--- src/rtl/sdc_regs.svh ---
`ifndef SDC_REGS_SVH
`define SDC_REGS_SVH

// Register offsets on the peripheral bus.
`define SDC_OFF_DATA_BASE  8'h00
`define SDC_OFF_CSR        8'h20
`define SDC_OFF_CPR        8'h30

// Reset values.
`define SDC_CSR_RESET      16'h0000
`define SDC_CPR_RESET      7'h06

// Control/status field positions.
`define SDC_CSR_LOW_RATE   14
`define SDC_CSR_OVR        13
`define SDC_CSR_IE_HI      11
`define SDC_CSR_IE_LO      8
`define SDC_CSR_SINGLE     6
`define SDC_CSR_SEL_HI     5
`define SDC_CSR_SEL_LO     4
`define SDC_CSR_DA_HI      3
`define SDC_CSR_DA_LO      0

// Frame and decimation counts in oversampling cycles.
`define SDC_NORM_FRAME     13'd512
`define SDC_LOW_FRAME      13'd5120
`define SDC_NORM_DEC       11'd170
`define SDC_LOW_DEC        11'd1700
`define SDC_KEEP_SLOT      2'd3
`define SDC_MIN_PRESC      7'd2

// Filter word layout.
`define SDC_ACC_W          33
`define SDC_NORM_W         21
`define SDC_NORM_MSB       20
`define SDC_NORM_LSB       5
`define SDC_LOW_MSB        32
`define SDC_LOW_LSB        17

`endif

--- src/rtl/sdc_pkg.sv ---
package sdc_pkg;

	// Converter run phase.
	typedef enum logic [0:0]
	{
		SDC_FROZEN = 1'b0,
		SDC_RUN    = 1'b1
	} sdc_phase_e;

	typedef logic [15:0] sdc_word_t;
	typedef logic [7:0]  sdc_addr_t;

endpackage

--- src/rtl/sdc_sinc3.sv ---
`timescale 1ns/1ns
`include "sdc_regs.svh"
module sdc_sinc3 (
	input  wire logic              clk_i,
	input  wire logic              resetn_i,
	input  wire logic              tick_i,
	input  wire logic              clear_i,
	input  wire logic              bit_i,
	input  wire logic              low_rate_i,
	output sdc_pkg::sdc_word_t     result_o
);
	import sdc_pkg::*;

	localparam int AW = `SDC_ACC_W;

	typedef struct packed
	{
		logic [AW-1:0] i1;
		logic [AW-1:0] i2;
		logic [AW-1:0] i3;
		logic [AW-1:0] d1;
		logic [AW-1:0] d2;
		logic [AW-1:0] d3;
		logic [AW-1:0] dout;
		logic [10:0]   dcnt;
	} sdc_sinc_s;

	sdc_sinc_s s;
	sdc_sinc_s next_s;

	// Normal mode keeps 21-bit words; wrap is harmless in a sinc filter.
	function automatic logic [AW-1:0] fit(input logic [AW-1:0] v,
		input logic low);
		logic [AW-1:0] m;
		m = low ? '1 : {{(AW-`SDC_NORM_W){1'b0}}, {`SDC_NORM_W{1'b1}}};
		return v & m;
	endfunction

	// Integrators run every oversampling cycle, differentiators decimated.
	always_comb
	begin
		logic [AW-1:0] x;
		logic [AW-1:0] c1;
		logic [AW-1:0] c2;
		logic [AW-1:0] c3;
		logic [10:0]   last;
		x = bit_i ? {{(AW-1){1'b0}}, 1'b1} : '1;
		c1 = '0;
		c2 = '0;
		c3 = '0;
		last = low_rate_i ? `SDC_LOW_DEC : `SDC_NORM_DEC; // see RULE_02
		next_s = s;
		if (clear_i)
			next_s = '0; // see RULE_04
		else if (tick_i)
		begin
			next_s.i1 = fit(s.i1 + x, low_rate_i); // see RULE_01
			next_s.i2 = fit(s.i2 + s.i1, low_rate_i);
			next_s.i3 = fit(s.i3 + s.i2, low_rate_i);
			if (s.dcnt == last)
			begin
				c1 = fit(s.i3 - s.d1, low_rate_i);
				c2 = fit(c1 - s.d2, low_rate_i);
				c3 = fit(c2 - s.d3, low_rate_i);
				next_s.d1 = s.i3;
				next_s.d2 = c1;
				next_s.d3 = c2;
				next_s.dout = c3;
				next_s.dcnt = '0;
			end
			else
				next_s.dcnt = s.dcnt + 11'd1;
		end
	end

	always_ff @(posedge clk_i)
	begin
		if (!resetn_i)
			s <= '0;
		else
			s <= next_s;
	end

	// Only 16 bits leave the filter; the low-order bits are dropped.
	assign result_o = low_rate_i
		? s.dout[`SDC_LOW_MSB:`SDC_LOW_LSB]   // see RULE_03
		: s.dout[`SDC_NORM_MSB:`SDC_NORM_LSB]; // see RULE_01
endmodule

--- src/rtl/sdc_sync.sv ---
`timescale 1ns/1ns
module sdc_sync #(
	parameter int W = 1
) (
	input  wire logic         clk_i,
	input  wire logic         resetn_i,
	input  wire logic [W-1:0] d_i,
	output logic      [W-1:0] q_o
);
	import sdc_pkg::*;

	typedef struct packed
	{
		logic [W-1:0] s1;
		logic [W-1:0] s2;
	} sdc_sync_s;

	sdc_sync_s s;
	sdc_sync_s next_s;

	// The first stage feeds only the second stage.
	always_comb
	begin
		next_s.s1 = d_i;
		next_s.s2 = s.s1;
	end

	// Two stages resolve metastability on the pin level.
	always_ff @(posedge clk_i)
	begin
		if (!resetn_i)
			s <= '0;
		else
			s <= next_s;
	end

	assign q_o = s.s2;
endmodule

--- src/rtl/sdc_top.sv ---
// Contract
// RULE_01: Normal filter words 21 bits, output 16.
// RULE_02: Differentiators update at count 170 or 1700.
// RULE_03: Low-rate words 33 bits, output bits 32:17.
// RULE_04: Filter reset every 512 or 5120 cycles.
// RULE_05: Result stored as signed 16-bit two's complement.
// RULE_06: Analog part off while analog enable clear.
// RULE_07: Software discards first sample after enable.
// RULE_08: Control/status at 20h, reset 0, reserved zero.
// RULE_09: Bit 14 selects low-rate decimation.
// RULE_10: Overrun bit 13, write 0 clears.
// RULE_11: Bits 11:8 are per-channel interrupt enables.
// RULE_12: Bit 6 picks round-robin or single channel.
// RULE_13: Bits 5:4 choose the single channel.
// RULE_14: Data-available bits set by hardware, cleared.
// RULE_15: Data-available bits act as interrupt flags.
// RULE_16: Prescaler at 30h, reset 6, write-only.
// RULE_17: Round-robin: 512 cycles per channel, in order.
// RULE_18: Single channel keeps one result in four.
// RULE_19: Request needs all flags or selected flag.
// RULE_20: Oversampling clock is bus clock over 2*prescale.
// RULE_21: Overrun when storing over unread sample.
// RULE_22: Modulator crossings pass two-stage synchronisers.
`timescale 1ns/1ns
`include "sdc_regs.svh"
module sdc_top #(
	parameter logic [12:0] LOW_FRAME = `SDC_LOW_FRAME
) (
	input  wire logic               clk_i,
	input  wire logic               resetn_i,
	input  wire logic               sel_i,
	input  wire logic               enable_i,
	input  wire logic               write_i,
	input  wire sdc_pkg::sdc_addr_t addr_i,
	input  wire sdc_pkg::sdc_word_t wdata_i,
	input  wire logic               ana_enable_i,
	input  wire logic               mod_bit_i,
	output sdc_pkg::sdc_word_t      rdata_o,
	output logic                    irq_o,
	output logic                    mod_clk_o,
	output logic                    mod_rst_o,
	output logic [1:0]              mod_chan_o,
	output logic                    ana_en_o
);
	import sdc_pkg::*;

	typedef struct packed
	{
		logic             low_rate;
		logic             ovr;
		logic [3:0]       ie;
		logic             single;
		logic [1:0]       sel;
		logic [3:0]       da;
		logic [6:0]       presc;
		logic [3:0][15:0] data;
		logic [7:0]       pcnt;
		logic             mclk;
		logic [12:0]      fcnt;
		logic [1:0]       slot;
		logic [1:0]       chan;
		logic             done;
		sdc_phase_e       phase;
		sdc_word_t        rdata;
		logic             irq;
		logic             mrst;
		logic             ana_en;
	} sdc_top_s;

	sdc_top_s  s;
	sdc_top_s  next_s;
	logic      mod_bit;
	sdc_word_t result;
	logic      tick;
	logic      clear;
	logic      frame_end;
	logic [12:0] frame_last;
	logic      rd_setup;
	logic      rd_access;
	logic      wr_access;

	// Data registers sit at 00h, 08h, 10h and 18h.
	function automatic logic is_data(input sdc_addr_t a);
		return a[7:5] == 3'b000 && a[2:0] == 3'b000;
	endfunction

	// Pin level from the modulator is synchronised before use.
	sdc_sync #(
		.W (1)
	) u_bit_sync (
		.clk_i    (clk_i),
		.resetn_i (resetn_i),
		.d_i      (mod_bit_i), // see RULE_22
		.q_o      (mod_bit)
	);

	sdc_sinc3 u_filter (
		.clk_i      (clk_i),
		.resetn_i   (resetn_i),
		.tick_i     (tick),
		.clear_i    (clear),
		.bit_i      (mod_bit),
		.low_rate_i (s.low_rate),
		.result_o   (result)
	);

	// Bus phases: setup captures read data, access commits side effects.
	assign rd_setup  = sel_i && !enable_i && !write_i;
	assign rd_access = sel_i && enable_i && !write_i;
	assign wr_access = sel_i && enable_i && write_i;

	// One oversampling cycle spans twice the prescale in bus clocks.
	// The counter may stand past the new end after a prescale write, so the
	// compare is inclusive; an exact match would wrap through 256 counts.
	assign tick = s.phase == SDC_RUN && s.presc >= `SDC_MIN_PRESC
		&& s.pcnt >= {s.presc, 1'b0} - 8'd1; // see RULE_20
	assign frame_last = s.low_rate ? LOW_FRAME - 13'd1
		: `SDC_NORM_FRAME - 13'd1; // see RULE_09
	assign clear = tick && s.fcnt == 13'd0; // see RULE_17
	// Inclusive end: a switch to the short frame mid-frame ends it at once
	// instead of running the 13-bit counter all the way round.
	assign frame_end = tick && s.fcnt >= frame_last;

	// Next-state logic: bus effects first, hardware sets last so they win.
	always_comb
	begin
		logic store;
		next_s = s;
		store = s.done && (!s.single || s.slot == `SDC_KEEP_SLOT);
		next_s.done = frame_end;
		next_s.ana_en = ana_enable_i; // see RULE_06
		// Running needs power and a prescale of at least two.
		if (s.ana_en && s.presc >= `SDC_MIN_PRESC)
			next_s.phase = SDC_RUN;
		else
			next_s.phase = SDC_FROZEN; // see RULE_20
		if (s.phase == SDC_FROZEN)
		begin
			next_s.pcnt = '0;
			next_s.fcnt = '0;
			next_s.mclk = 1'b0;
		end
		else
		begin
			next_s.pcnt = tick ? 8'h00 : s.pcnt + 8'h01;
			if (s.pcnt == {1'b0, s.presc} - 8'd1 || tick)
				next_s.mclk = !s.mclk;
			if (tick)
				next_s.fcnt = frame_end ? 13'd0 : s.fcnt + 13'd1; // see RULE_04
		end
		next_s.mrst = s.phase == SDC_RUN && s.fcnt == 13'd0; // see RULE_17
		// Register writes.
		if (wr_access && addr_i == `SDC_OFF_CSR)
		begin
			next_s.low_rate = wdata_i[`SDC_CSR_LOW_RATE]; // see RULE_09
			next_s.ovr = s.ovr & wdata_i[`SDC_CSR_OVR]; // see RULE_10
			next_s.ie = wdata_i[`SDC_CSR_IE_HI:`SDC_CSR_IE_LO]; // see RULE_11
			next_s.single = wdata_i[`SDC_CSR_SINGLE]; // see RULE_12
			next_s.sel = wdata_i[`SDC_CSR_SEL_HI:`SDC_CSR_SEL_LO]; // see RULE_13
			next_s.da = s.da & wdata_i[`SDC_CSR_DA_HI:`SDC_CSR_DA_LO]; // see RULE_14
		end
		if (wr_access && addr_i == `SDC_OFF_CPR)
			next_s.presc = wdata_i[6:0]; // see RULE_16
		// Reading a data register retires its sample.
		if (rd_access && is_data(addr_i))
			next_s.da[addr_i[4:3]] = 1'b0; // see RULE_14
		// Read data is captured in setup so it is valid during access.
		if (rd_setup)
		begin
			if (is_data(addr_i))
				next_s.rdata = s.data[addr_i[4:3]];
			else if (addr_i == `SDC_OFF_CSR)
				next_s.rdata = {1'b0, s.low_rate, s.ovr, 1'b0, s.ie,
					1'b0, s.single, s.sel, s.da}; // see RULE_08
			else
				next_s.rdata = 16'h0000; // see RULE_16
		end
		// Store the finished frame; one in four is kept in single mode.
		if (s.done)
			next_s.slot = s.slot + 2'd1; // see RULE_18
		if (store)
		begin
			next_s.data[s.chan] = result; // see RULE_05
			if (s.da[s.chan])
				next_s.ovr = 1'b1; // see RULE_21
			next_s.da[s.chan] = 1'b1; // see RULE_14
			if (!s.single)
				next_s.chan = s.chan + 2'd1; // see RULE_17
		end
		if (s.single)
			next_s.chan = s.sel; // see RULE_13
		// The flags double as interrupt sources.
		if (s.single)
			next_s.irq = s.da[s.sel] && s.ie[s.sel]; // see RULE_19
		else
			next_s.irq = &(s.da & s.ie); // see RULE_15
	end

	always_ff @(posedge clk_i)
	begin
		if (!resetn_i)
		begin
			s <= '0;
			s.presc <= `SDC_CPR_RESET; // see RULE_16
			s.phase <= SDC_FROZEN;
		end
		else
			s <= next_s;
	end

	assign rdata_o    = s.rdata;
	assign irq_o      = s.irq;
	assign mod_clk_o  = s.mclk;
	assign mod_rst_o  = s.mrst;
	assign mod_chan_o = s.chan;
	assign ana_en_o   = s.ana_en;
endmodule

--- config.mk ---
export PLATFORM = sky130hd
export DESIGN_NAME = sdc_top
export DESIGN_NICKNAME = d
export VERILOG_FILES = /design/src/rtl/sdc_pkg.sv /design/src/rtl/sdc_sinc3.sv /design/src/rtl/sdc_sync.sv /design/src/rtl/sdc_top.sv
export VERILOG_INCLUDE_DIRS = /design/src /design/src/rtl
export SDC_FILE = /design/constraint.sdc
export NUM_CORES = 1
export LEC_CHECK = 0
export ABC_CLOCK_PERIOD_IN_PS = 7100
export BUFFER_PORTS_ARGS = -buffer_cell sky130_fd_sc_hd__buf_2
export CAP_MARGIN = 5
export CORE_MARGIN = 2
export CORE_UTILIZATION = 50
export CTS_CLUSTER_SIZE = 16
export DETAILED_ROUTE_END_ITERATION = 8
export PLACE_DENSITY = 0.69
export SLEW_MARGIN = 20
export SYNTH_ARGS = -nofsm -noshare
export SYNTH_HDL_FRONTEND = slang
export SYNTH_SLANG_ARGS = --single-unit
--- constraint.sdc ---
create_clock -name clk_i -period 7.1 [get_ports clk_i]
set_clock_uncertainty 0.05 [all_clocks]
set_input_delay 0.355 -clock clk_i [delete_from_list [all_inputs] [get_ports clk_i]]
set_output_delay 0.355 -clock clk_i [all_outputs]
set_load 0.05 [all_outputs]
* After elaboration in Yosys (flattened, before gate mapping)
Index checks and enable logic that the tools add are counted.
** Operators by class
- Add/sub/neg operators :: 13
- Order comparisons :: 8
- Equal/unequal tests :: 5
- Muxes and demuxes :: 33
- Bitwise logic cells :: 14
- Reductions and logical operators :: 34
** Operators by type and width (count)
- bitwise AND 33 bit :: 6
- adder 33 bit :: 3
- subtractor 33 bit :: 3
- two-way mux 33 bit :: 2
- bitwise mux 64 bit :: 1
- two-way mux 16 bit :: 4
- binary-select mux 16 bit (select 2 bit) :: 1
- demux 16 bit (select 2 bit) :: 1
- two-way mux 13 bit :: 2
- two-way mux 11 bit :: 2
- logical AND 1 bit :: 19
- == test 8 x 6 -> 1 bit, second input constant :: 2
- two-way mux 15 bit :: 1
- adder 13 x 1 -> 13 bit, second input constant :: 1
- greater-or-equal comparator 13 bit :: 1
- zero test 13 bit :: 1
- bitwise AND 4 bit :: 3
- two-way mux 12 bit :: 1
- adder 11 x 1 -> 11 bit, second input constant :: 1
- == test 11 bit :: 1
- < comparator 2 x 3 -> 1 bit, second input constant :: 3
- two-way mux 1 bit :: 9
- adder 8 x 1 -> 8 bit, second input constant :: 1
- == test 8 bit :: 1
- 23 further kinds :: 37
** Storage, ports and cells
- Register bits after elaboration :: 375
- Bits of input ports :: 31
- Output and inout port bits :: 22
- Word-level logic and storage cells :: 139

* Depth between registers and ports, before layout
Gate-level depths: netlist of run 1.
- Depth after elaboration :: 9
- Gate-level depth with buffers :: 31
- Depth with buffers taken out :: 31

* By module
A second synthesis of run 1 with hierarchy kept.
** Second synthesis, totals
- Cell total of the unflattened synthesis :: 2950
- Area, all modules :: 23890.4 um^2
** By module, submodules not included
- sdc_sinc3 :: instances 1, cells each 2225, area each 17404.2 um^2, seq. area each 4744.6 um^2
- sdc_top :: instances 1, cells each 721, area each 6433.7 um^2, seq. area each 2622.5 um^2
- sdc_sync :: instances 1, cells each 4, area each 52.6 um^2, seq. area each 40.0 um^2

* Worst setup path after synthesis of run 1
No wires, ideal clock.
- Path type :: register to register
- Start :: register u_filter.s[119] (netlist bit)
- End :: register u_filter.s[43] (netlist bit)
- Library setup time :: 117 ps
- Data arrival time :: 6438 ps
- Data required time :: 6933 ps
- Path slack :: 496 ps
- Stages on the path, launching flop included :: 29
- Path buffers :: 0
- Period minus slack after synthesis :: 6604 ps
- Cells stage by stage :: dfxtp_1 inv_1 ha_1 nand3_1 nor2_1 a221o_1 a2111oi_2 o21bai_1 a21o_1 a21oi_1 o21ai_1 xnor2_1 ha_1 and4_1 or4b_1 o21a_1 a311oi_1 nor2_1 xnor2_1 and2_1 ha_1 and4_1 and3_1 a221o_1 a221o_1 a31oi_1 o21bai_1 xnor3_1 a22o_1
** Between the ends
- Longest elaborated chain between the ends :: 6
** RTL lines
- start, declared :: RTL line sdc_sinc3.sv:28 : sdc_sinc_s s;
- start signal, assigned :: RTL line sdc_sinc3.sv:81 : s <= next_s;
- subtractor 33 bit :: RTL line sdc_sinc3.sv:62 : c1 = fit(s.i3 - s.d1, low_rate_i);
- bitwise AND 33 bit :: RTL line sdc_sinc3.sv:36 : return v & m;
- subtractor 33 bit :: RTL line sdc_sinc3.sv:63 : c2 = fit(c1 - s.d2, low_rate_i);
- bitwise AND 33 bit :: RTL line sdc_sinc3.sv:36
- subtractor 33 bit :: RTL line sdc_sinc3.sv:64 : c3 = fit(c2 - s.d3, low_rate_i);
- bitwise AND 33 bit :: RTL line sdc_sinc3.sv:36
Every way passes these cells.
A chain may end at the register's enable or synchronous reset.

* Final worst setup path of run 1
- Start :: register u_filter.s[111] (netlist bit)
- End :: register u_filter.s[43] (netlist bit)
Same word-level chain as after synthesis.

==> results list, run 1 <==
- Summed over all nets, the half-perimeter wirelength after detailed placement is 37.0 mm.
- On the critical path, the stage with the largest delay is an instance of sky130_fd_sc_hd__or4b_1.
- IR analysis of the VDD net gives a maximum drop of 0.000162 V.
- Buffer cell driving the clock tree root: sky130_fd_sc_hd__clkbuf_16
* Routed vias: 20,000
- Clock-pin slew was measured on the worst setup and hold paths at 0.06 ns.
* Standby leakage power: 11.3 nW
- Crit-path most repeated cell: sky130_fd_sc_hd__ha_1
- Number of search-and-repair iterations in the first detailed-routing pass: 5
- Die height: 222 um
- The detail route stage leaves a number of antenna-violating nets equal to 0.
* Worst hold-check path type: input port to flop
- Synthesis produced 2,926 cells.
- Area growth syn-to-layout: 9.48%
- Width of the chip: 222 um
* Most frequently used cell type in the post-synthesis netlist: sky130_fd_sc_hd__nand2_1
- Hold is met by 0.0385 ns.
* Number of buffers created by CTS: 44
* #FFs+latches synth: 370
* Final Hold Vio Count: 0
- Dividing the detail-routed wire length by the instance count gives 14.9 um.
- Among all flip-flop cells after synthesis, the most frequent one is sky130_fd_sc_hd__dfxtp_1.
- Total power per unit cell area: 171 nW/um^2
* Switching share of total power: 22.2%
- Global routing usage summed across all routing layers: 21.2%
- Setup violations remaining at the end of the flow were counted as 0.
- Synth async-reset ratio: 0%
* Sequential area share after synthesis: 31.2%
- After global routing the overflow that remains totals 0.
* P_int: 0.00346 W
* Count of pins over their slew limit: 0
* PnR Total Power: 0.00445 W
- Count of flip-flops with a built-in enable after synthesis: 0
- Inserted Diodes: 0
- In this run the core area contains 79 standard-cell rows.
- STA classifies the critical path endpoint as a flop.
- At the end of routability-driven placement, the weighted congestion stood at 0.844.
- During I/O placement, the number of pins put on the boundary was 53.
- The die covers 49,200 sq um.
- The cell area that synthesis handed to floorplanning was 23,700 sq um.
- Final total negative setup slack: 0 ns
- Core utilization of the finished layout: 55.7%
- After detailed routing, the number of remaining DRC violations is 0.
- Final nets: 3,163
- Cells taking the most area after synthesis: sky130_fd_sc_hd__dfxtp_1 (31%), sky130_fd_sc_hd__ha_1 (11%), sky130_fd_sc_hd__nand2_1 (7.8%)
- In this run, flip-flops and latches consume 46.7% of the power.
- Mean instance size in the synthesized netlist: 8.11 sq um
- Sorting the synthesized cells by how often they occur yields sky130_fd_sc_hd__nand2_1 (493), sky130_fd_sc_hd__dfxtp_1 (370), sky130_fd_sc_hd__a21oi_1 (299).
- Post-synth top area share: 31.2%
- After detailed routing, the total wire length is 53.1 mm.
- The layout has 4,232 filler cells.
- Entering global routing, the biggest net connects 186 pins.
- The clock reaches the later pin of the worst-skew pair after 0.59 ns.
- Final clock period utilization by the worst path: 96.0%
- Global-route wire length before repair: 89.6 mm
- Clock tree from TritonCTS: yes
- Critical-path maximum fanout: 4
- The clock network is responsible for 50.9% of the overall power.
- CTS H-tree lvls: 2
- On the worst path, the slowest cell contributes a delay of 0.46 ns.
- Ys Warns: 0
- Of all cell types, the one taking the most synthesized area is sky130_fd_sc_hd__dfxtp_1.
- Post-synthesis cell type count: 87
- Fmax: 147 MHz
- Via density: 5.63
- Post-route minimum period: 6.81 ns
- Switching power total: 0.000990 W
* Synth Net Count: 3,177
- # Max-Cap Violations: 0
- The clock passes through at most 3 buffers.
- Worst slew slack as a fraction of its limit: 25.4%
- Buffers placed on the I/O ports in this run total 49.
- Counting every sink on the clock net gives 370.
- Arrival time at the worst endpoint: 7.24 ns
* Number of global-route vias before repair: 19,100
- At the worst endpoint, the required time is 7.53 ns.
* Crit Path Class: flop to flop
* Least-Margin Pin Slew: 1.12 ns
- The worst setup path is launched from a flop.
- Initial cell density of the core: 50.9%
* Violation count after the first detailed-routing iteration: 1,096
- Initial antenna violation count: 0
- Portion of total power attributed to combinational logic: 2.4%
- Layout cell share with drive strength beyond 1: 6.96%
- Core footprint: 46,700 sq um
- The run finished with clean final reports.
## metrics by stage
stage | cell area, sq um | setup WS, ns | std cells
after global routing | 26000 | -0.0619 | 3552
after global placement | 24300 | 0.180 | 3459
after CTS | 25900 | 0.0488 | 3551
final | 26000 | 0.287 | 3552
after floorplan | 23700 | 0.496 | 2926
after detailed placement | 24300 | 0.0737 | 3459
## sequential cells by signal (all words and copies together) (netlist names), 2 cells and up
name / flops
u_filter.s: 237
s: 109
rdata_o: 16
mod_chan_o: 2
## kinds of logic (layout without fill, tap and decap cells)
kind of cell,count (synthesis),count (layout),share of synthesized area [%]
AOI/OAI and AO/OA,820,820,22.8
adders and majority gates,220,220,11.8
buffers and inverters,291,310,4.97
and+or+nand+nor,976,976,18.8
xor gates and xnor gates,195,195,7.29
muxes,54,54,3.18
DFF,370,370,31.2
## metal layers
layer,global-route usage [%],vias to the layer above,part of all wire (%)
li1,-,10300,-
met2,38.2,331,48
met4,7.43,0,2.7
met3,2.56,103,3.3
met1,26.1,9239,46
met5,0,-,0
## layout by cell type, fill, tap and decap left out, drive strengths merged, types with 28 or more instances in the layout
cell type	synthesis	layout
a21o	85	85
o211a	67	67
mux2i	36	36
o21a	35	35
xor2	79	79
dfxtp	370	370
nand3	63	63
nor2	159	159
and3	29	29
clkbuf	84	61
o21ai	117	117
nor2b	41	41
a21boi	28	28
nand2	493	493
buf	56	67
a21oi	300	300
xnor2	115	115
nor3	40	40
and2	35	35
ha	215	215
inv	151	152
## power groups by stage
stage | Clock (W) | Sequential [W] | Combinational [W]
finish | 0.00226 | 0.00208 | 0.000106
global route | 0.00240 | 0.00208 | 0.000117
CTS | 0.00232 | 0.00208 | 0.000107
detailed placement | 0 | 0.00212 | 0.000101
global placement | 0 | 0.00212 | 0.0000993
floorplan | 0 | 0.00213 | 0.0000703
## final timing paths
| path | start | slack, ns | to | depth (start not counted) |
|---|---|---|---|---|
| max reg2reg | u_filter.s[111]$_SDFFE_PP0P_ | 0.29 | u_filter.s[43]$_SDFFE_PP0P_ | 30 |
| min | wdata_i[0] | 0.04 | s[111]$_SDFFE_PN0P_ | 3 |
| max | u_filter.s[111]$_SDFFE_PP0P_ | 0.29 | u_filter.s[43]$_SDFFE_PP0P_ | 30 |
| min reg2reg | u_bit_sync.next_s[0]$_SDFF_PN0_ | 0.38 | u_bit_sync.q_o$_SDFF_PN0_ | 1 |
## critical path, delay by kind of cell, from the launching register on
| kind | cells | cell delay [ns] |
|---|---|---|
| flip-flops | 1 | 0.32 |
| adder cells (fa/ha/maj) | 3 | 0.90 |
| buffers and inverters | 1 | 0.07 |
| AND/OR/NAND/NOR | 7 | 1.41 |
| AO/OA/AOI/OAI | 16 | 3.33 |
| XOR/XNOR | 3 | 0.62 |
## final cells by class
cell class / instances / area [sq um] / share of cell area (%)
clock buffers: 61 / 1240 / 4.79
clock inverters: 18 / 228 / 0.877
inverters: 151 / 567 / 2.18
multi-input cells: 2265 / 15200 / 58.7
flip-flops and latches: 370 / 7410 / 28.5
well taps: 607 / 759 / 2.92
repair buffers: 80 / 526 / 2.02
## timing repair
action                     CTS  global route
gates resized for setup      0            11
setup buffers                0             1
setup endpoints to repair    0             2
hold buffers                13             0
hold endpoints to repair    15             0
Note: power is estimated with default switching activity, not from simulation.
==> run 2: changes to the inputs <==
--- a/config.mk
+++ b/config.mk
@@ -10,10 +10,9 @@
 export BUFFER_PORTS_ARGS = -buffer_cell sky130_fd_sc_hd__buf_2
 export CAP_MARGIN = 5
 export CORE_MARGIN = 2
-export CORE_UTILIZATION = 50
+export CORE_UTILIZATION = 42
 export CTS_CLUSTER_SIZE = 16
 export DETAILED_ROUTE_END_ITERATION = 8
-export PLACE_DENSITY = 0.69
 export SLEW_MARGIN = 20
 export SYNTH_ARGS = -nofsm -noshare
 export SYNTH_HDL_FRONTEND = slang
==> results list, run 2 (synthesis gave the netlist of run 1 again) <==
* GRT overflow: 0 (unchanged)
- Reg-to-reg setup timing slack: 0.36 ns (+0.07 ns)
- Post-route minimum period: 6.74 ns (-0.0746 ns)
* Arrival time at the worst endpoint: 7.17 ns (-0.07 ns)
- Critical-path cell with the highest stage delay: sky130_fd_sc_hd__fa_1
* Buffer cell driving the clock tree root: sky130_fd_sc_hd__clkbuf_16
- Initial antenna violation count: 0 (unchanged)
* Worst Hold Path Cells: 3 (unchanged)
- Total power per unit cell area: 173 nW/um^2 (+1.3%)
- Clock latency of the later-clocked register in the worst-skew pair: 0.59 ns (about the same)
- The static leakage came to 11.5 nW (+1.1%).
* Worst slew slack as a fraction of its limit: 33.0% (+7.6 points)
* Flip-flop count of the largest register after layout: 237 (unchanged)
* Category of the worst setup path launch point: flop
- The number of placed I/O pins was 53 (unchanged).
- The startpoint identified for the worst register-to-register timing path is u_filter.s[143]$_SDFFE_PP0P_.
- The number of DRC markers in iteration 0 was 902 (-18%).
- The number of cells on the worst reg-to-reg path was 30 (unchanged).
* Final Setup Violations: 0 (unchanged)
* Routed vias: 19,800 (-0.95%)
- Hold Crit Endpoint: s[129]$_SDFF_PN0_
- Area growth syn-to-layout: 11.2%
- The total die area was 58,400 sq um (+19%).
- The HPWL reported at the end of detailed placement came to 38.3 mm (+3.4%).
- The detailed-route DRC error count was 0 (unchanged).
* Status: completed
* Initial cell density of the core: 42.2% (-8.6 points)
- The number of sinks on the clock net was 370 (unchanged).
- The total CTS buffers was 45 (+2.3%).
* CTS H-tree lvls: 2 (unchanged)
- Counting flops per register, the top entry is u_filter.s.
- Worst hold-check path type: input port to flop
- The number of fill cells was 5,421 (+28%).
- Width of the chip: 242 um (+8.9%)
- Fmax: 148 MHz (+1.1%)
- The largest driver fanout on the critical path is 6 (+2).
- Inserted Diodes: 0 (unchanged)
* Count of pins over their slew limit: 0 (unchanged)
* Pin count of the biggest net entering global routing: 106 (-43%)
* Final total negative setup slack: 0 ns (unchanged)
* Final clock period utilization by the worst path: 94.9% (-1.1 points)
- # rows: 87 (+10%)
- The sum of routed wire length over all layers came to 54.5 mm (+2.6%).
- TritonCTS built the clock tree.
- The core footprint came to 56,200 sq um (+20%).
- The worst hold path begins at wdata_i[13].
* Final Hold Vio Count: 0 (unchanged)
* Data required, critical path: 7.53 ns (about the same)
- Final nets: 3,173 (+0.32%)
* R2r endpoint: u_filter.s[43]$_SDFFE_PP0P_
- Routed Antenna Nets: 0 (unchanged)
* Core utilization of the finished layout: 47.0% (-8.7 points)
- Final estimated routing congestion in global placement: 0.832 (-1.5%)
- The largest voltage drop on the vdd net came to 0.000173 V (+6.8%).
- Number of global-route vias before repair: 19,400 (+1.3%)
- The global router's overall resource usage was 18.4% (-2.8 points).
- Die height: 242 um (+8.9%)
- The max-capacitance violation count came to 0 (unchanged).
- Crit Path Class: flop to flop
- The number of detailed-route iterations in the first pass was 5 (unchanged).
* Via density: 5.33 (-5.2%)
* Register clock-pin slew on the reported worst setup and hold paths: 0.06 ns (about the same)
- The worst setup path is captured at a flop.
* Most common library cell in the layout ignoring fill and taps: sky130_fd_sc_hd__nand2_1
- The actual slew at the worst max-slew pin came to 1.00 ns (-0.114 ns).
- Maximum buffer depth of the clock tree: 3 (unchanged)
- The layout cell share with drive strength beyond 1 came to 7.78% (+0.82 points).
- The routed wire length per instance came to 14.7 um (-1.9%).
- Top library cells by usage in the layout, fill and taps aside: sky130_fd_sc_hd__nand2_1 (493), sky130_fd_sc_hd__dfxtp_1 (367), sky130_fd_sc_hd__a21oi_1 (295)
- The count of buffers from port buffering came to 49 (unchanged).
- The first-pass GRT wire length came to 92.7 mm (+3.6%).
* Longest individual stage delay on the worst path: 0.43 ns (-0.03 ns)
-- run 2: changes by cell type in the layout (fill, tap and decap cells not counted), sizes merged --
cell	change
buf	+8
bufinv	+1
dlygate4sd3	+1
inv	+1
clkinvlp	-2
clkbuf	+1
clkinv	+2
-- run 2: worst max path at each step --
stage,to,slack (ns),start
after detailed placement,u_filter.s[43]$_SDFFE_PP0P_,0.003,u_filter.s[111]$_SDFFE_PP0P_
final,u_filter.s[43]$_SDFFE_PP0P_,0.36,u_filter.s[143]$_SDFFE_PP0P_
after global placement,u_filter.s[43]$_SDFFE_PP0P_,0.14,u_filter.s[111]$_SDFFE_PP0P_
after CTS,u_filter.s[43]$_SDFFE_PP0P_,0.07,u_filter.s[111]$_SDFFE_PP0P_
after floorplan,u_filter.s[43]$_SDFFE_PP0P_,0.50,u_filter.s[119]$_SDFFE_PP0P_
after global routing,u_filter.s[43]$_SDFFE_PP0P_,-0.02,u_filter.s[111]$_SDFFE_PP0P_
-- run 2: critical path, delay by kind of cell, from the launching register on --
family,cells,cell delay [ns]
compound gates,13,2.50
xor+xnor,2,0.52
fa+ha+maj,4,1.27
buf+inv,4,0.43
flops,1,0.33
simple gates,7,1.51
-- run 2: metal layers --
metal	GRT usage, %	part of all wire, %	routed length (um)	vias up
met5	0	0	0	-
met4	6.35	2.9	1560	0
met3	2.25	3.0	1650	94
met2	33.0	48	26300	265
met1	22.6	46	25000	9137
li1	-	-	-	10300
-- run 2: cell type report --
cell class / instances / area (sq um) / share of cell area [%]
inverter: 151 / 567 / 2.15
timing repair buffer: 89 / 583 / 2.21
sequential: 370 / 7410 / 28.1
clock inverter: 20 / 258 / 0.977
clock buffer: 62 / 1300 / 4.93
tap: 756 / 946 / 3.58
multi-input combinational: 2265 / 15300 / 58.1
-- run 2: stage by stage --
stage	hold WS [ns]	setup slack [ns]	power (W)	area, sq um	cells
after floorplan	0.362	0.496	0.00220	23700	2926
after global placement	0.390	0.141	0.00222	24500	3613
after detailed placement	0.388	0.00295	0.00223	24500	3613
after CTS	0.0275	0.0744	0.00465	26200	3709
after global routing	0.0925	-0.0192	0.00473	26400	3713
final	0.0637	0.362	0.00457	26400	3713
-- run 2: where the power goes --
group	total, W	leakage (nW)	internal [W]	switching, W
combinational	0.000107	7.72	0.0000356	0.0000713
clock	0.00239	0.771	0.00144	0.000954
sequential	0.00208	2.98	0.00208	0.000000935
-- run 2: repair_timing --
| action | 4_1_cts | 5_1_grt |
|---|---|---|
| resized for setup | 1 | 25 |
| endpoints found under the setup margin | 1 | 4 |
| pin swaps | 0 | 6 |
| hold buffers | 14 | 0 |
| buffers inserted | 0 | 4 |
| hold endpoints to repair | 17 | 0 |
==> run 3: changes to the inputs <==
--- a/config.mk
+++ b/config.mk
@@ -6,6 +6,7 @@
 export SDC_FILE = /design/constraint.sdc
 export NUM_CORES = 1
 export LEC_CHECK = 0
+export ABC_AREA = 1
 export ABC_CLOCK_PERIOD_IN_PS = 7100
 export BUFFER_PORTS_ARGS = -buffer_cell sky130_fd_sc_hd__buf_2
 export CAP_MARGIN = 5
==> results list, run 3 <==
* Global-route wire length before repair: 108 mm (+17%)
* Via density: 5.14 (-3.7%)
- The effective utilization at floorplan was 42.6% (+0.38 points).
- The number of setup violations in the final report is 0 (unchanged).
- The portion of the clock cycle consumed by the worst path in the final layout came to 78.5% (-16 points).
* # rows: 89 (+2.3%)
- The post-synthesis cell area is 25,300 sq um (+6.4%).
- Least-Margin Pin Slew: 1.07 ns (+0.0655 ns)
- Count of pins over their slew limit: 0 (unchanged)
- Fraction of power consumed by sequential logic: 45.5% (about the same)
- Fill cells: 6,176 (+14%)
* Clk sink count: 370 (unchanged)
- The static leakage came to 12.5 nW (+9.4%).
* Count of flip-flops with a built-in enable after synthesis: 0 (unchanged)
- The final cell area excluding filler cells is 27,500 sq um (+4.3%).
- The synthesized net count is 3,908 (+23%).
* Routed Antenna Nets: 0 (unchanged)
* Flip-flop count of the largest register after layout: 237 (unchanged)
- Post-CTS Hold Buffers: 8 (-6)
* Total Wirelength: 65.4 mm (+20%)
* Switching share of total power: 22.9% (+0.48 points)
- The setup total negative slack came to 0 ns (unchanged).
- Depth of the worst register-to-register path: 31 (+3.3%)
* Inserted Diodes: 0 (unchanged)
* Violation count after the first detailed-routing iteration: 1,193 (+32%)
* # Max-Cap Violations: 0 (unchanged)
- Maximum buffer depth of the clock tree: 3 (unchanged)
* Cells taking the most area after synthesis: sky130_fd_sc_hd__dfxtp_1 (29%), sky130_fd_sc_hd__ha_1 (11%), sky130_fd_sc_hd__nand2_1 (10%)
- The number of post-CTS setup repair buffers came to 0 (unchanged).
- The HPWL reported at the end of detailed placement came to 48.6 mm (+27%).
* Worst hold-check path type: input port to flop
* Hold Crit Endpoint: s[113]$_SDFFE_PN1P_
- #FFs+latches synth: 370 (unchanged)
- The number of nets in the final layout was 3,901 (+23%).
- The post-synthesis instance total was 3,657 (+25%).
* Post-synth top area share: 29.3% (-1.9 points)
- The worst setup path is captured at a flop.
* Critical-path cell with the highest stage delay: sky130_fd_sc_hd__fa_1
- Longest individual stage delay on the worst path: 0.41 ns (-0.02 ns)
- The most used flip-flop cell after synthesis is sky130_fd_sc_hd__dfxtp_1.
- Buffer cell driving the clock tree root: sky130_fd_sc_hd__clkbuf_16
- The total die area was 62,100 sq um (+6.3%).
* CP Buf/Inv Count: 3 (-1)
- The signal arrival time at the worst endpoint was 6.02 ns (-1.15 ns).
- Clock latency of the later-clocked register in the worst-skew pair: 0.60 ns (about the same)
- Mean instance size in the synthesized netlist: 6.91 sq um (-15%)
- The final critical-path required period came to 5.57 ns (-1.16 ns).
* Number of buffers added on ports: 49 (unchanged)
* Area growth syn-to-layout: 8.97%
* DRC: 0 (unchanged)
- The count of final hold-check violations was 0 (unchanged).
- The die span in y was 249 um (+3.1%).
* Clock tree from TritonCTS: yes
- Maximum ir drop on the vdd rail: 0.000157 V (-9.4%)
- The run finished with clean final reports.
* Ys Warns: 0 (unchanged)
- CTS H-tree lvls: 2 (unchanged)
* Portion of total power attributed to the clock network: 51.6% (-0.6 points)
- The part of the Yosys area used for sequential elements is 29.3% (-1.9 points).
- The total CTS buffers was 44 (-2.2%).
* Worst slew slack as a fraction of its limit: 28.6% (-4.4 points)
* Width of the chip: 249 um (+3.1%)
- The largest driver fanout on the critical path was 5 (-1).
- Ranked by flip-flop count, first place goes to u_filter.s.
- PnR Total Power: 0.00457 W (-0.22%)
- Area taken by flip-flops and latches: 7410 sq um (about the same)
- Setup repair after global routing left no endpoint under its margin.
- Initial antenna violation count: 0 (unchanged)
* Register clock-pin slew on the reported worst setup and hold paths: 0.06 ns (about the same)
- In the post-synthesis netlist, the cell with the most instances is sky130_fd_sc_hd__nand2_1.
- The ratio of total power to cell area was 166 nW/um^2 (-4.3%).
* P_int: 0.00352 W (-0.84%)
- The core footprint came to 59,200 sq um (+5.5%).
- Cell type with the highest aggregate area in the netlist: sky130_fd_sc_hd__dfxtp_1
- Global routing usage summed across all routing layers: 20.7% (+2.3 points)
- The endpoint identified for the worst register-to-register timing path is u_filter.s[43]$_SDFFE_PP0P_.
* Switching power total: 0.00105 W (+1.9%)
* Portion of total power attributed to combinational logic: 2.9% (+0.6 points)
- Reg-to-reg setup timing slack: 1.53 ns (+1.16 ns)
* # IOs: 53 (unchanged)
* Kind of cell with the highest combined delay on the critical path: compound AO/OA/AOI/OAI gates
* Hold Crit Start: wdata_i[2]
- Multi-input gate area in the final layout: 15,300 sq um (-0.30%)
- The pin count of the biggest net entering global routing was 95 (-10%).
* Crit Path Class: flop to flop
* Post-Place Cell Area: 25,900 sq um (+5.7%)
* Final estimated routing congestion in global placement: 0.880 (+5.8%)
- Reg-to-Reg Start: u_filter.s[143]$_SDFFE_PP0P_
- The number of resized instances in the post-cts repair step was 0 (-1).
- Number of search-and-repair iterations in the first detailed-routing pass: 8 (+3)
* Post-synthesis cell type count: 64 (-26%)
- The required time of the critical path is 7.54 ns (about the same).
- Crit-path most repeated cell: sky130_fd_sc_hd__a21oi_1
- The top cell types in the final layout, fill and taps aside, are sky130_fd_sc_hd__nand2_1 (705), sky130_fd_sc_hd__inv_1 (501), sky130_fd_sc_hd__a21oi_1 (404).
- The maximum clock frequency came to 179 MHz (+21%).
- The share of synthesized registers carrying an async set or reset came to 0% (unchanged).
- The number of vias in the routed layout came to 22,900 (+16%).
- Most common library cell in the layout ignoring fill and taps: sky130_fd_sc_hd__nand2_1
- The count of cells along the worst hold path came to 3 (unchanged).
- Routed wirelength normalized by instance count: 14.7 um (about the same)
- Layout cell share with drive strength beyond 1: 7.41% (-0.37 points)
- Most instantiated cells after synthesis: sky130_fd_sc_hd__nand2_1 (706), sky130_fd_sc_hd__inv_1 (501), sky130_fd_sc_hd__a21oi_1 (404)
* GRT overflow: 0 (unchanged)
* Category of the worst setup path launch point: flop
- Number of global-route vias before repair: 21,800 (+13%)
[run 3: stage by stage]
stage	setup WS [ns]	std cells	util [%]	hold WS (ns)
6_report	1.53	4458	46.5	0.0217
5_1_grt	0.913	4458	46.5	0.0398
3_5_place_dp	1.56	4369	43.7	0.364
2_1_floorplan	2.39	3657	-	0.340
3_3_place_gp	1.65	4369	43.7	0.369
4_1_cts	1.55	4458	46.4	0.00162
[run 3: worst min-delay path, cell delays in order]
cell,delay [ns]
sky130_fd_sc_hd__buf_2,0.09
sky130_fd_sc_hd__nand4_1,0.10
sky130_fd_sc_hd__nand3_1,0.09
[run 3: layout make-up]
| cell class | instances | area share (%) |
|---|---|---|
| clock inverters | 16 | 0.773 |
| inverters | 510 | 6.98 |
| well taps | 773 | 3.51 |
| multi-input cells | 2655 | 55.5 |
| repair buffers | 69 | 1.51 |
| clock buffers | 65 | 4.80 |
| flip-flops and latches | 370 | 26.9 |
[run 3: how the worst max path moves through the flow]
stage	slack, ns	cells after the start	end	start
3_5_place_dp	1.56	31	u_filter.s[43]$_SDFFE_PP0P_	u_filter.s[143]$_SDFFE_PP0P_
3_3_place_gp	1.65	31	u_filter.s[43]$_SDFFE_PP0P_	u_filter.s[143]$_SDFFE_PP0P_
6_report	1.53	31	u_filter.s[43]$_SDFFE_PP0P_	u_filter.s[143]$_SDFFE_PP0P_
2_1_floorplan	2.39	32	u_filter.s[43]$_SDFFE_PP0P_	u_filter.s[143]$_SDFFE_PP0P_
5_1_grt	0.91	31	u_filter.s[41]$_SDFFE_PP0P_	u_filter.s[143]$_SDFFE_PP0P_
4_1_cts	1.55	31	u_filter.s[43]$_SDFFE_PP0P_	u_filter.s[143]$_SDFFE_PP0P_
[run 3: metal layers]
| metal | part of all wire [%] | global-route usage (%) |
|---|---|---|
| met1 | 48 | 26.7 |
| met2 | 46 | 36.0 |
| met3 | 2.9 | 2.31 |
| met4 | 2.8 | 6.35 |
| met5 | 0 | 0 |
[run 3: kinds of logic (layout without fill, tap and decap cells)]
family                     count (synthesis)  count (layout)  share of synthesized area, %
AOI/OAI and AO/OA                        999             999                          22.9
xor gates and xnor gates                 112             112                          3.88
adders and majority gates                220             220                          11.0
buffers and inverters                    632             660                          10.2
DFF                                      370             370                          29.3
and+or+nand+nor                         1324            1324                          22.6
[run 3: power by group through the flow]
| stage | Sequential [W] | Clock [W] | Combinational [W] |
|---|---|---|---|
| after floorplan | 0.00213 | 0 | 0.0000897 |
| after global routing | 0.00208 | 0.00249 | 0.000146 |
| after CTS | 0.00208 | 0.00241 | 0.000131 |
| after detailed placement | 0.00212 | 0 | 0.000127 |
| final | 0.00208 | 0.00236 | 0.000130 |
| after global placement | 0.00212 | 0 | 0.000127 |
